[src/logic/otss_pkg.sv]
// package for the output terminal signal select block
package otss_pkg;

  // selection code width and polarity split
  localparam int SEL_W = 14;
  localparam logic [13:0] POL_BASE = 14'h0064; // 100: codes from here are inverted
  localparam logic [13:0] CODE_MAX = 14'h00c7; // 199: highest assignable code
  localparam logic [13:0] CODE_NONE = 14'h270f; // 9999: no function

  // positive-logic function codes
  localparam logic [13:0] F_RUN = 14'h0000;
  localparam logic [13:0] F_FREQ_REACHED = 14'h0001;
  localparam logic [13:0] F_READY = 14'h000b;
  localparam logic [13:0] F_SLEEP = 14'h0046;
  localparam logic [13:0] F_SAFE = 14'h0050;
  localparam logic [13:0] F_SAFETY_MONITOR_OUT_SECOND = 14'h0051;
  localparam logic [13:0] F_LIFE = 14'h005a;
  localparam logic [13:0] F_PWROFF = 14'h005b;
  localparam logic [13:0] F_AVGCUR = 14'h005d;
  localparam logic [13:0] F_MAINT = 14'h005f;
  localparam logic [13:0] F_REMOTE = 14'h0060;
  localparam logic [13:0] F_LIGHT = 14'h0062;
  localparam logic [13:0] F_TRIP = 14'h0063;

  // reset values of the three selection registers
  localparam logic [13:0] RST_RUN_SEL = F_RUN;
  localparam logic [13:0] RST_RELAY_SEL = F_TRIP;
  localparam logic [13:0] RST_SECOND_SEL = F_SAFE;

  // apb register offsets (byte addresses)
  localparam logic [7:0] REG_RUN_SEL = 8'h00;
  localparam logic [7:0] REG_RELAY_SEL = 8'h04;
  localparam logic [7:0] REG_SECOND_SEL = 8'h08;
  localparam logic [7:0] REG_REMOTE = 8'h0c;
  localparam logic [7:0] REG_STATUS = 8'h10;
  localparam logic [7:0] REG_FAULT_CLR = 8'h14;
  localparam logic [7:0] REG_REJECT = 8'h18;

  // status register bit positions
  localparam int ST_RUN = 0;
  localparam int ST_READY = 1;
  localparam int ST_TRIP = 2;
  localparam int ST_PWROFF = 3;
  localparam int ST_TERM0 = 4;
  localparam int ST_TERM1 = 5;
  localparam int ST_TERM2 = 6;

  // drive condition inputs
  typedef struct packed {
    logic freq_at_start;          // output frequency >= starting frequency
    logic dc_brake;               // dc injection braking
    logic start_cmd;              // start signal present
    logic output_shutoff_command; // output shutoff input
    logic fault;                  // any fault detected
    logic power_loss;             // power loss or undervoltage
    logic restart_coasting;       // auto restart, coasting phase
    logic restarting;             // auto restart, restart phase
    logic frequency_reached;      // frequency reached
  } otss_drive_type;

  // fault sources for the power-off indication
  typedef struct packed {
    logic brake_transistor_fault;
    logic earth_fault_at_start;
    logic output_phase_loss_fault;
    logic param_storage_fault;
    logic processor_fault;
    logic inrush_limit_fault;
  } otss_pwroff_type;

  // status sources routed to terminals
  typedef struct packed {
    logic loop_interrupt;         // loop controller output interruption
    logic safety_stop;            // safety stop active
    logic safety_circuit_fault;   // safety circuit fault active
    logic cap_life;               // capacitor near end of life
    logic inrush_life;            // inrush limit circuit near end of life
    logic fan_life;               // fan near end of life
    logic avg_current_pulse;      // averaged current / timer pulse train
    logic fan_failure;            // fan failure warning
    logic comm_error;             // communication error warning
  } otss_status_type;

  // remaining terminal-facing outputs
  typedef struct packed {
    logic running;
    logic drive_ready;
    logic trip_indication;
    logic power_off_fault_out;
  } otss_ind_type;

  // all module state
  typedef struct packed {
    logic [13:0] run_sel;
    logic [13:0] relay_sel;
    logic [13:0] second_sel;
    logic remote_out;
    logic trip;
    logic pwroff;
    logic [2:0] reject;
    logic [2:0] term;
    logic [31:0] prdata;
  } otss_state_type;

endpackage

[src/logic/otss_output_select.sv]
// terminal function selection for running, relay and second outputs
//
// The APB interface to the registers and the register offsets were decided locally.
`timescale 1ns/100ps
`default_nettype none

// How it works
// - codes 70/170 route the loop output-interruption indication
// - codes 80/180 route the safety stop indication
// - codes 81/181 route not-safety-circuit-fault
// - codes 90/190 life alarm from capacitor, inrush or fan wear
// - codes 91/191 route the power-off fault indication
// - codes 93/193 route the current pulse train; refused on the relay
// - codes 95/195 assert when timer count reaches the threshold
// - codes 96/196 drive the terminal from the remote bit
// - codes 98/198 light alarm on fan failure or communication warning
// - codes 99/199 trip indication held until fault reset
// - lower codes conduct when active, upper codes do not
// - one code may drive several terminals at once
// - ready (11/111) on whenever the drive can run, also running
// - running (0/100) from starting frequency, off stopped or braking
// - restart: running off coasting, on restarting; ready drops on power loss
// - running terminal resets to running indication, normal polarity
// - relay resets to trip indication; trip may move elsewhere
// - power-off fault from the six listed internal faults
// - second terminal resets to safety stop, relay to trip
// - no-function code refused on second terminal only
module otss_output_select
  import otss_pkg::*;
#(
  parameter int TIMER_W = 16
) (
  // clock and reset
  input wire logic clk,
  input wire logic nrst,
  // apb slave
  input wire logic psel,
  input wire logic penable,
  input wire logic pwrite,
  input wire logic [7:0] paddr,
  input wire logic [31:0] pwdata,
  output logic [31:0] prdata,
  output logic pready,
  output logic pslverr,
  // drive state
  input wire otss_drive_type drive,
  input wire otss_pwroff_type pwroff_src,
  input wire otss_status_type status,
  input wire logic [TIMER_W-1:0] maintenance_timer_count,
  input wire logic [TIMER_W-1:0] maintenance_alarm_threshold,
  // terminals: running, relay, second
  output logic running_terminal,
  output logic relay_changeover_contact,
  output logic second_terminal,
  // indications
  output otss_ind_type ind
);

  otss_state_type s_r, s_nxt;
  logic running, drive_ready, maint, life_alarm, light_alarm_out;
  logic wr, rd, fault_clr, pwroff_now;

  // code validity per terminal; 9999 only on the first two
  function automatic logic code_ok(input logic [13:0] code, input logic is_relay,
                                   input logic is_second);
    logic ok;
    ok = (code <= CODE_MAX) || (code == CODE_NONE && !is_second);
    if (is_relay && (code == F_AVGCUR || code == F_AVGCUR + POL_BASE)) begin
      ok = 1'b0;
    end
    return ok;
  endfunction

  // map a code to the terminal level; shared by all terminals
  function automatic logic term_level(input logic [13:0] code, input logic [15:0] sig);
    logic [13:0] base;
    logic pol;
    logic v;
    pol = (code >= POL_BASE) && (code != CODE_NONE);
    base = pol ? code - POL_BASE : code;
    v = 1'b0;
    unique case (base)
      F_RUN: v = sig[0];
      F_FREQ_REACHED: v = sig[1];
      F_READY: v = sig[2];
      F_SLEEP: v = sig[3];
      F_SAFE: v = sig[4];
      F_SAFETY_MONITOR_OUT_SECOND: v = sig[5];
      F_LIFE: v = sig[6];
      F_PWROFF: v = sig[7];
      F_AVGCUR: v = sig[8];
      F_MAINT: v = sig[9];
      F_REMOTE: v = sig[10];
      F_LIGHT: v = sig[11];
      F_TRIP: v = sig[12];
      default: v = 1'b0; // unassigned codes below 100 and 9999 never conduct; unassigned codes from 100 up always do
    endcase
    if (code == CODE_NONE) begin
      return 1'b0;
    end
    return v ^ pol;
  endfunction

  // drive condition indications
  always_comb begin
    // on above start frequency or while restarting
    running = (drive.freq_at_start || drive.restarting) && !drive.dc_brake
              && !drive.restart_coasting && !drive.fault && !drive.output_shutoff_command;
    // ready unless fault, shutoff or power loss
    drive_ready = !drive.fault && !drive.output_shutoff_command && !drive.power_loss;
    maint = maintenance_timer_count >= maintenance_alarm_threshold;
    life_alarm = status.cap_life || status.inrush_life || status.fan_life;
    light_alarm_out = status.fan_failure || status.comm_error;
    pwroff_now = |pwroff_src;
  end

  // apb decode; zero wait states
  assign wr = psel && penable && pwrite;
  assign rd = psel && penable && !pwrite;
  assign fault_clr = wr && paddr == REG_FAULT_CLR && pwdata[0];
  assign pready = psel && penable;
  assign pslverr = 1'b0;

  // next state
  always_comb begin
    logic [15:0] sig;
    logic [13:0] code;
    s_nxt = s_r;
    sig = '0;
    code = pwdata[13:0];
    // trip and power-off latch; set wins over a clear in the same cycle
    s_nxt.trip = drive.fault || (s_r.trip && !fault_clr);
    s_nxt.pwroff = pwroff_now || (s_r.pwroff && !fault_clr);
    // selection writes act next cycle; illegal codes keep old value
    if (wr) begin
      unique case (paddr)
        REG_RUN_SEL: begin
          if (code_ok(code, 1'b0, 1'b0)) s_nxt.run_sel = code;
          s_nxt.reject[0] = !code_ok(code, 1'b0, 1'b0);
        end
        REG_RELAY_SEL: begin
          if (code_ok(code, 1'b1, 1'b0)) s_nxt.relay_sel = code;
          s_nxt.reject[1] = !code_ok(code, 1'b1, 1'b0);
        end
        REG_SECOND_SEL: begin
          if (code_ok(code, 1'b0, 1'b1)) s_nxt.second_sel = code;
          s_nxt.reject[2] = !code_ok(code, 1'b0, 1'b1);
        end
        REG_REMOTE: s_nxt.remote_out = pwdata[0];
        default: ;
      endcase
    end
    // shared signal vector so one code can feed several terminals
    sig[0] = running;
    sig[1] = drive.frequency_reached;
    sig[2] = drive_ready;
    sig[3] = status.loop_interrupt;
    sig[4] = status.safety_stop;
    sig[5] = !status.safety_circuit_fault;
    sig[6] = life_alarm;
    sig[7] = s_r.pwroff;
    sig[8] = status.avg_current_pulse;
    sig[9] = maint;
    sig[10] = s_r.remote_out;
    sig[11] = light_alarm_out;
    sig[12] = s_r.trip;
    s_nxt.term[0] = term_level(s_r.run_sel, sig);
    s_nxt.term[1] = term_level(s_r.relay_sel, sig);
    s_nxt.term[2] = term_level(s_r.second_sel, sig);
    // read data
    s_nxt.prdata = '0;
    if (psel && !penable && !pwrite) begin
      unique case (paddr)
        REG_RUN_SEL: s_nxt.prdata[13:0] = s_r.run_sel;
        REG_RELAY_SEL: s_nxt.prdata[13:0] = s_r.relay_sel;
        REG_SECOND_SEL: s_nxt.prdata[13:0] = s_r.second_sel;
        REG_REMOTE: s_nxt.prdata[0] = s_r.remote_out;
        REG_STATUS: begin
          s_nxt.prdata[ST_RUN] = running;
          s_nxt.prdata[ST_READY] = drive_ready;
          s_nxt.prdata[ST_TRIP] = s_r.trip;
          s_nxt.prdata[ST_PWROFF] = s_r.pwroff;
          s_nxt.prdata[ST_TERM0] = s_r.term[0];
          s_nxt.prdata[ST_TERM1] = s_r.term[1];
          s_nxt.prdata[ST_TERM2] = s_r.term[2];
        end
        REG_REJECT: s_nxt.prdata[2:0] = s_r.reject;
        default: ;
      endcase
    end
  end

  // state register
  always_ff @(posedge clk or negedge nrst) begin
    if (!nrst) begin
      s_r <= '0;
      s_r.run_sel <= RST_RUN_SEL;
      s_r.relay_sel <= RST_RELAY_SEL;
      s_r.second_sel <= RST_SECOND_SEL;
    end else begin
      s_r <= s_nxt;
    end
  end

  // terminal outputs from flip-flops; the relay sees a registered level only
  assign running_terminal = s_r.term[0];
  assign relay_changeover_contact = s_r.term[1];
  assign second_terminal = s_r.term[2];
  assign prdata = rd ? s_r.prdata : '0;
  assign ind.running = running;
  assign ind.drive_ready = drive_ready;
  assign ind.trip_indication = s_r.trip;
  assign ind.power_off_fault_out = s_r.pwroff;

endmodule

`default_nettype wire

[config.mk]
export PLATFORM = sky130hd
export DESIGN_NAME = otss_output_select
export DESIGN_NICKNAME = d
export VERILOG_FILES = /design/src/logic/otss_pkg.sv /design/src/logic/otss_output_select.sv
export SDC_FILE = /design/constraint.sdc
export NUM_CORES = 1
export LEC_CHECK = 0
export BUFFER_PORTS_ARGS = -buffer_cell sky130_fd_sc_hd__clkbuf_2
export CORE_ASPECT_RATIO = 1.2
export CORE_MARGIN = 2
export CORE_UTILIZATION = 49
export DETAILED_ROUTE_END_ITERATION = 8
export MAX_ROUTING_LAYER = met4
export PLACE_DENSITY = 0.76
export SYNTH_ARGS = -nofsm -noshare
export SYNTH_HDL_FRONTEND = slang
export SYNTH_SLANG_ARGS = --single-unit
[constraint.sdc]
create_clock -name clk -period 3.2 [get_ports clk]
set_clock_uncertainty 0.05 [all_clocks]
set_input_delay 0.64 -clock clk [delete_from_list [all_inputs] [get_ports clk]]
set_output_delay 0.64 -clock clk [all_outputs]
set_load 0.02 [all_outputs]
==> results.md, run 1 <==
- CTS tree: done
- Final Hold Viols: 0
- Vias: 5539
- Setup CP Type: reg -> reg
- Crit path largest cell delay: 450 ps
- # DRC: 0
- Worst slack, placed: 44.6 ps
- Critical-path maximum fanout: 11
- N_diodes: 0
- Die Wd: 101 µm
- Initial Utilization: 50.2%
- TritonRoute pass-1 iters: 7
- Mapped Area: between 0.005 and 0.006 mm²
- RSZ-0062 raised after global routing: true
- Vias in the first global route: between 5000 and 6000
- Cells along the critical path: inv_1, ha_1, nand2b_1, a21oi_2, o21ba_4, or3_1, xnor2_1, a2111oi_1, o22ai_1, o311a_1, nand3_1
- CP max stage cell: dfrtp_1
- Post-Synthesis Cells: between 600 and 700
- Worst-case clock buffer depth: 2
- VDD IR max: 0.235 mV
- Status: completed
- Final WL: 16500 µm
- CTS Buf Count: 9
- Global route total overflow: 0
- Worst path top cell family by delay: compound AO/OA/AOI/OAI gates
- Die Footprint: 0.0122 mm²
- Fin util: around three fifths
- Synth Flop Type: dfrtp_1
- Max-cap viol count: 0
- Crit path DAT: between 3000 and 4000 ps
- R2r setup slk: 140 ps
- Row count: 42
- Period utilization: 95.7%
- First-pass GRT wire length: 26600 µm
- Placed Cells: 909
- Synth area leaders: dfrtp_1 (27%), ha_1 (5.6%), mux2_2 (4.9%)
- Area grow syn2layout: 18.6%
- Synth area leader: dfrtp_1
- CTS H-Tree Depth: 3
- Post-synth EDFFs: 0
- Setup WS post-layout: between 100 and 150 ps
- Clk root buf: clkbuf_16
- Avg Inst Size Synth: a little over 8 µm²
- Core area: approximately 0.011 mm²
- Fin cells: ~930
- Layout cells sized above 1: 26.0%
- Largest net degree at the start of global routing: 39
- # nets final: 914
- Worst skew pair latency: approximately 330 ps
- Element type at the critical path end: flop
- Post-synth ARST share: 100%
- # port buffers: between 100 and 150
- Power, Total: 1.93 mW
- Pwr/cell area: slightly below 300 mW/mm²
- Crit path required time: roughly 3400 ps
- Minimum clock period: 3060 ps
- FF+latch count, synth: 65
- Top cell type's share of synthesized area: 26.6%
- Sinks on the clock net: 65
- Dpl cell area: 0.00627 mm²
- Die height: around 120 µm
- LEAKAGE: 3.04 nW
- Via density: between 5 and 6
- Ys Warns: 0
- Max Fclk: 0.326 GHz
- Top-level port count: 142
- Initial antenna violation count: 0
- WL/cell: 17.8 µm
- R2R Path Start: s_r[57]$_DFFE_PN0P_
- Final setup violation count: 0
- Register area share after synthesis: between 20% and 30%
- Total Routing Usage GR: 28.5%
- Reg clk slew, reported paths: 50 ps
- # Post-CTS Setup Buffers: 0
- Hold WC Path Type: in -> async
- Hpwl dp: 12800 µm
- Cells on worst reg2reg path: 11
- Slew @ Worst Pin: ~720 ps
- CP bufs+invs: 1
- Starting DRC count in detailed routing: 382
- Distinct cells, synth: 80
- Rel. slew slack: 51.9%
- Post-route ant nets: 0
- Slew Limit Fails: 0
- Post-route cell area: between 0.006 and 0.007 mm²
- Final GP Congestion: 0.962
- Critical Path Start Type: flop
- Reg2reg end: relay_changeover_contact$_DFF_PN0_
## cell type report
class,instances,area [µm²]
clock buffers,12,246
flip-flops and latches,65,1630
multi-input cells,537,3550
fillers,1010,4470
well taps,132,165
repair buffers,142,833
clock inverters,4,20.0
inverters,33,124
## per-stage QoR
stage                     setup TNS (ps)  hold WS (ps)
after floorplan                        0           294
after global placement                 0           451
after detailed placement               0           473
after CTS                              0           325
after global routing               -36.0           356
final                                  0           309
## flip-flops by register name (all words and copies together) (netlist names)
| register | flops |
|---|---|
| s_r | 60 |
| ind | 2 |
| relay_changeover_contact | 1 |
| running_terminal | 1 |
| second_terminal | 1 |
## timing repair
action	in CTS	in global routing
gates resized for setup	0	7
hold buffers	0	0
endpoints found under the setup margin	0	3
## Yosys cell counts (5+ instances only)
cell,n
ha_1,25
xnor2_1,5
nand4_1,10
mux2_2,24
a31oi_1,10
o21ai_0,38
nand2_1,53
and2_1,28
buf_4,27
o31ai_1,5
nor2_1,63
inv_1,32
a21oi_1,34
clkbuf_1,23
o211ai_1,5
nand4b_1,5
nor3_1,32
buf_2,6
dfstp_2,6
mux2i_1,25
dfrtp_1,59
nor4b_1,5
nand3_1,20
or3_1,6
nor2b_1,12
nor4_1,5
nand2b_1,13
## power by group
part | switching (mW) | internal (mW)
Combinational | 0.134 | 0.0805
Clock | 0.354 | 0.540
Sequential | 0.00164 | 0.825
Total | 0.490 | 1.44
## cells in the final DEF (no fill, tap or decap), drive strengths merged, types with 6 or more instances in the layout
cell      n
inv      32
and2     28
nand2    54
buf      39
or3       6
nand4    10
nor2     65
a21oi    35
mux2i    25
mux2     28
dfrtp    59
conb     19
nor2b    12
clkbuf  115
nor4      7
nor3     36
o21ai    40
dfstp     6
nand2b   13
a31oi    10
nand3    21
ha       25
## how the worst max path moves through the flow
| stage | from | end | slack [ps] | cells after the start |
|---|---|---|---|---|
| 2_1_floorplan | s_r[71]$_DFFE_PN0P_ | running_terminal$_DFF_PN0_ | 90 | 12 |
| 3_3_place_gp | s_r[71]$_DFFE_PN0P_ | running_terminal$_DFF_PN0_ | 150 | 11 |
| 3_5_place_dp | s_r[57]$_DFFE_PN0P_ | relay_changeover_contact$_DFF_PN0_ | 40 | 11 |
| 4_1_cts | s_r[57]$_DFFE_PN0P_ | relay_changeover_contact$_DFF_PN0_ | 10 | 11 |
| 5_1_grt | s_r[71]$_DFFE_PN0P_ | running_terminal$_DFF_PN0_ | -40 | 11 |
| 6_report | s_r[57]$_DFFE_PN0P_ | relay_changeover_contact$_DFF_PN0_ | 140 | 11 |
## kinds of logic (layout without fill, tap and decap cells)
logic type | after synthesis | count (layout) | synth area share, %
AOI/OAI and AO/OA | 148 | 148 | 17.4
buffers and inverters | 91 | 191 | 8.26
other | 1 | 19 | 0.0677
and+or+nand+nor | 287 | 287 | 28.2
xor gates and xnor gates | 5 | 5 | 0.790
adders and majority gates | 25 | 25 | 5.64
muxes | 53 | 53 | 10.2
DFF | 65 | 65 | 29.5
## routing by layer
layer,part of all wire (%),GRT usage (%),vias up
met4,2.9,10.6,0
met5,0,-,-
met1,40,34.8,2649
met3,5.8,5.43,33
li1,-,-,2630
met2,51,46.8,227
Note: power is estimated with default switching activity, not from simulation.
==> run 2: changes to the inputs <==
--- a/config.mk
+++ b/config.mk
@@ -6,12 +6,15 @@
 export NUM_CORES = 1
 export LEC_CHECK = 0
 export BUFFER_PORTS_ARGS = -buffer_cell sky130_fd_sc_hd__clkbuf_2
+export CELL_PAD_IN_SITES_DETAIL_PLACEMENT = 0
+export CELL_PAD_IN_SITES_GLOBAL_PLACEMENT = 1
 export CORE_ASPECT_RATIO = 1.2
 export CORE_MARGIN = 2
-export CORE_UTILIZATION = 49
+export CORE_UTILIZATION = 40
 export DETAILED_ROUTE_END_ITERATION = 8
 export MAX_ROUTING_LAYER = met4
-export PLACE_DENSITY = 0.76
+export PLACE_DENSITY = 0.8
+export SLEW_MARGIN = 20
 export SYNTH_ARGS = -nofsm -noshare
 export SYNTH_HDL_FRONTEND = slang
 export SYNTH_SLANG_ARGS = --single-unit
==> constraint.sdc (replaced) <==
create_clock -name clk -period 3 [get_ports clk]
set_clock_uncertainty 0.05 [all_clocks]
set_input_delay 0.6 -clock clk [delete_from_list [all_inputs] [get_ports clk]]
set_output_delay 0.6 -clock clk [all_outputs]
set_load 0.02 [all_outputs]
==> results.md, run 2 (synthesized netlist as in run 1, its figures left out) <==
- Status: completed
- Final WL: 16900 µm
- Post-CTS Hold Buffers: 0
- CTS H-Tree Depth: 3
- Slew @ Worst Pin: 886 ps
- Slew Limit Fails: 0
- CTS Buf Count: 9
- N_diodes: 0
- Total Routing Usage GR: 23.5%
- LEAKAGE: 3.12 nW
- TritonRoute pass-1 iters: 5
- Pwr/cell area: ~320 mW/mm²
- WL/cell: 17.4 µm
- # port buffers: 103
- Largest register FFs: 60
- Hold WC Path Type: in -> async
- CP bufs+invs: 2
- Biggest register: s_r
- Max-cap viol count: 0
- Crit path largest cell delay: around 370 ps
- Largest net degree at the start of global routing: 35
- Setup CP Type: reg -> reg
- CP max stage cell: dfrtp_2
- Cells along the critical path: clkinv_2, ha_1, nor2b_2, o2111a_2, a21o_4, buf_4, o31a_1, o22ai_1, a221oi_1, nor4_1, mux2_1
- Die Footprint: 0.0148 mm²
- Fillers: ~1300
- Vias in the first global route: 5388
- Cells on worst reg2reg path: 11
- Critical-path maximum fanout: 5
- Most frequent cells in the layout: clkbuf_2 (103), nor2_1 (63), dfrtp_1 (57), nand2_1 (53), buf_4 (48)
- CP Depth: 11
- Worst Setup SP: s_r[71]$_DFFE_PN0P_
- Reg clk slew, reported paths: around 60 ps
- Area grow syn2layout: 22.6%
- Fin cells: 975
- Placed Cells: 959
- Sinks on the clock net: 65
- R2R Path Start: s_r[71]$_DFFE_PN0P_
- Die Wd: 111 µm
- Clk root buf: clkbuf_16
- Critical Path Start Type: flop
- Initial Utilization: 40.6%
- Minimum clock period: 2880 ps
- Power, Total: around 2.2 mW
- Max Fclk: 0.347 GHz
- Die height: 133 µm
- Final Hold Viols: 0
- Starting DRC count in detailed routing: 417
- # nets final: 925
- Final GP Congestion: about 0.93
- Hpwl dp: between 10000 and 15000 µm
- Worst path top cell family by delay: compound AO/OA/AOI/OAI gates
- Global route total overflow: 0
- Initial antenna violation count: 0
- Period utilization: between 90% and 100%
- Row count: 47
- Layout cells sized above 1: 28.2%
- Commonest non-fill, non-tap cell in the layout: clkbuf_2
- Final setup violation count: 0
- First-pass GRT wire length: about 27000 µm
- Worst slack, placed: -49.9 ps
- # DRC: 0
- Post-route ant nets: 0
- Dpl cell area: ~0.0064 mm²
- Crit path required time: 3160 ps
- # Post-CTS Setup Buffers: 0
- Vias: 5485
- CTS tree: done
- Via density: 5.63
- Worst-case clock buffer depth: 2
- Rel. slew slack: between 40% and 50%
- VDD IR max: 0.246 mV
- Crit path DAT: 3040 ps
- Core area: 0.0136 mm²
- Post-route cell area: 0.00680 mm²
- RSZ-0062 raised after global routing: true
- Element type at the critical path end: flop
- Worst skew pair latency: 330 ps
- Top-level port count: approximately 140
- Setup WS post-layout: 121 ps
==> run 2: cell types whose count changed in the layout (fill, tap and decap cells not counted), sizes merged <==
cell,change
clkbuf,-2
buf,+11
inv,+1
bufinv,+1
==> run 2: final timing paths <==
| check | to | slack [ps] |
|---|---|---|
| hold / removal | s_r[40]$_DFFE_PN0P_ | 340 |
| setup / recovery | running_terminal$_DFF_PN0_ | 120 |
| max in group asynchronous | s_r[55]$_DFFE_PN1P_ | 1820 |
| hold reg to reg | s_r[35]$_DFFE_PN0P_ | 470 |
| setup reg to reg | running_terminal$_DFF_PN0_ | 120 |
| min in group clk | ind[0]$_DFF_PN0_ | 410 |
==> run 2: repair_timing <==
item | in CTS | in global routing
pin swaps | 0 | 2
endpoints found under the setup margin | 1 | 3
gates resized for setup | 2 | 12
==> run 2: metrics by stage <==
stage	setup TNS [ps]	hold WS [ps]	util, %
3_3_place_gp	0	449	47.0
2_1_floorplan	0	254	-
3_5_place_dp	-49.9	465	47.0
4_1_cts	0	363	49.3
5_1_grt	-65.9	406	49.8
6_report	0	336	49.8
==> run 2: layer usage <==
layer	global-route usage (%)	share of wire, %	up-vias
met4	8.16	3.3	0
met1	28.0	40	2582
met3	3.39	5.7	38
met2	40.5	51	211
li1	-	-	2654
met5	-	0	-
==> run 2: worst register-to-register path: stages, from the launching register on <==
cell and delay (ps):
dfrtp_2 370, clkinv_2 60, ha_1 220, nor2b_2 180
o2111a_2 300, a21o_4 250, buf_4 160, o31a_1 240
o22ai_1 180, a221oi_1 110, nor4_1 300, mux2_1 350
==> run 2: power breakdown <==
| group | internal [mW] | switching, mW | leakage (nW) |
|---|---|---|---|
| Sequential | 0.879 | 0.00162 | 0.842 |
| Combinational | 0.0888 | 0.146 | 2.12 |
| Clock | 0.669 | 0.411 | 0.153 |
| Total | 1.64 | 0.559 | 3.12 |
==> run 2: area by class of cell <==
type | instances | area [µm²] | area share [%]
multi-input combinational | 537 | 3600 | 53.0
sequential | 65 | 1640 | 24.1
timing repair buffer | 153 | 916 | 13.5
clock buffer | 10 | 239 | 3.52
tap | 171 | 214 | 3.15
inverter | 33 | 125 | 1.84
clock inverter | 6 | 66.3 | 0.976
==> run 3: changes to the inputs <==
--- a/config.mk
+++ b/config.mk
@@ -5,7 +5,7 @@
 export SDC_FILE = /design/constraint.sdc
 export NUM_CORES = 1
 export LEC_CHECK = 0
-export BUFFER_PORTS_ARGS = -buffer_cell sky130_fd_sc_hd__clkbuf_2
+export BUFFER_PORTS_ARGS = -buffer_cell sky130_fd_sc_hd__buf_2
 export CELL_PAD_IN_SITES_DETAIL_PLACEMENT = 0
 export CELL_PAD_IN_SITES_GLOBAL_PLACEMENT = 1
 export CORE_ASPECT_RATIO = 1.2
==> results.md, run 3 (synthesized netlist as in run 1, its figures left out) <==
- Status: completed
- Cells along the critical path: inv_1, ha_1, nor2b_2, o2111a_2, a21o_4, o32ai_2, o211ai_1, a31oi_1, a221oi_1, nor4_1, mux2_1
- Power, Total: 2.36 mW
- CP max stage cell: dfrtp_1
- WHS: 70.5 ps
- R2R Path Start: s_r[72]$_DFFE_PN0P_
- Clk root buf: clkbuf_16
- CP bufs+invs: 1
- Final setup violation count: 0
- Crit path largest cell delay: 380 ps
- Row count: between 40 and 50
- Hpwl dp: 13400 µm
- Pwr/cell area: approximately 350 mW/mm²
- Worst path top cell family by delay: compound AO/OA/AOI/OAI gates
- Post-CTS Hold Buffers: 0
- Final Hold Viols: 0
- Period utilization: a little over nine tenths
- Worst-case clock buffer depth: 2
- Dpl cell area: 0.00643 mm²
- # Post-CTS Setup Buffers: 0
- Die Footprint: 0.0148 mm²
- Sequential power share: between 30% and 40%
- Crit path DAT: 3120 ps
- Post-route ant nets: 0
- Initial Utilization: 40.6%
- CTS Buf Count: 9
- Cells on worst reg2reg path: 11
- Total Routing Usage GR: 23.6%
- Area grow syn2layout: 23.5%
- Die height: 133 µm
- Max Fclk: 0.339 GHz
- Rel. slew slack: 56.6%
- Post-route cell area: 0.00684 mm²
- WL/cell: 17.2 µm
- Reg clk slew, reported paths: 60 ps
- VDD IR max: 0.269 mV
- Slew Limit Fails: 0
- Largest net degree at the start of global routing: 35
- # nets final: between 900 and 1000
- # DRC: 0
- Biggest register: s_r
- CTS H-Tree Depth: 3
- Max-cap viol count: 0
- Sinks on the clock net: 65
- N_diodes: 0
- Starting DRC count in detailed routing: about 430
- R2r setup slk: ~52 ps
- Element type at the critical path end: flop
- Crit path required time: between 3000 and 4000 ps
- Slew @ Worst Pin: between 600 and 700 ps
- Critical Path Start Type: flop
- Most frequent cells in the layout: buf_2 (103), nor2_1 (63), dfrtp_1 (58), buf_4 (56), nand2_1 (53)
- LEAKAGE: approximately 3.2 nW
- Critical-path maximum fanout: 4
- Clock share of power: 52.8%
- Vias in the first global route: roughly 5500
- Initial antenna violation count: 0
- Hold WC Path Type: in -> async
- Worst skew pair latency: 340 ps
- Int Power: 1.79 mW
- Die Wd: 111 µm
- Minimum clock period: 2950 ps
- Vias: 5525
- Top-level port count: 142
- Via density: 5.63
- Commonest non-fill, non-tap cell in the layout: buf_2
- Comb power frac: 9.9%
- RSZ-0062 raised after global routing: true
- Sw power: 0.574 mW
- Final WL: between 15000 and 20000 µm
- Global route total overflow: 0
- Setup CP Type: reg -> reg
- # port buffers: 103
- First-pass GRT wire length: ~27000 µm
- CTS tree: done
- Core area: 0.0136 mm²
- Switching portion of total power: between 20% and 30%
- TritonRoute pass-1 iters: 6
- Layout cells sized above 1: 28.9%
- Largest register FFs: 60
- Reg2reg end: running_terminal$_DFF_PN0_
- Fin util: 50.2%
- Final GP Congestion: 0.939
[run 3: cell types whose count changed in the layout (fill, tap and decap cells not counted), moves of 2 or more]
| cell | delta |
|---|---|
| inv_6 | +2 |
| clkbuf_2 | -103 |
| clkinv_2 | -2 |
| clkinv_4 | -2 |
| buf_2 | +103 |
| bufinv_16 | +2 |
| buf_4 | +8 |
| nor3_1 | -2 |
| buf_12 | -2 |
| nor3_2 | +2 |
[run 3: worst max-delay path by stage]
stage / startpoint / endpoint / depth (start not counted)
global placement: maintenance_timer_count[5] / running_terminal$_DFF_PN0_ / 11
finish: s_r[72]$_DFFE_PN0P_ / running_terminal$_DFF_PN0_ / 11
detailed placement: maintenance_timer_count[5] / running_terminal$_DFF_PN0_ / 11
CTS: s_r[72]$_DFFE_PN0P_ / running_terminal$_DFF_PN0_ / 11
floorplan: s_r[72]$_DFFE_PN0P_ / running_terminal$_DFF_PN0_ / 13
global route: s_r[72]$_DFFE_PN0P_ / running_terminal$_DFF_PN0_ / 11
[run 3: layer usage]
layer	track usage, %	wire length, µm	part of all wire (%)	up-vias
met3	3.76	840	5.0	41
li1	-	-	-	2664
met1	27.5	6860	41	2632
met4	8.98	527	3.1	0
met2	40.9	8640	51	188
met5	-	0	0	-
[run 3: per-stage QoR]
stage | cells | setup slack, ps | TNS [ps]
final | 981 | 52.5 | 0
after floorplan | 693 | 7.45 | 0
after CTS | 981 | 33.5 | 0
after global placement | 965 | -50.3 | -50.3
after global routing | 981 | -74.8 | -74.8
after detailed placement | 965 | -88.2 | -88.2
[run 3: power by group through the flow]
stage | Combinational [mW] | Sequential (mW) | Clock (mW)
floorplan | 0.126 | 0.896 | 0
global placement | 0.224 | 0.896 | 0
detailed placement | 0.232 | 0.896 | 0
CTS | 0.233 | 0.880 | 1.26
global route | 0.261 | 0.880 | 1.30
finish | 0.233 | 0.880 | 1.25
[run 3: layout make-up]
class                      instances  area, µm²
timing repair buffer             159        936
fill                            1350       6800
inverter                          33        125
clock inverter                     7        124
multi-input combinational        537       3580
tap                              171        214
sequential                        65       1640
clock buffer                       9        225
[run 3: timing repair]
action                                  CTS  global route
resized for setup                         6             8
endpoints found under the setup margin    1             3
pin swaps                                 2             1
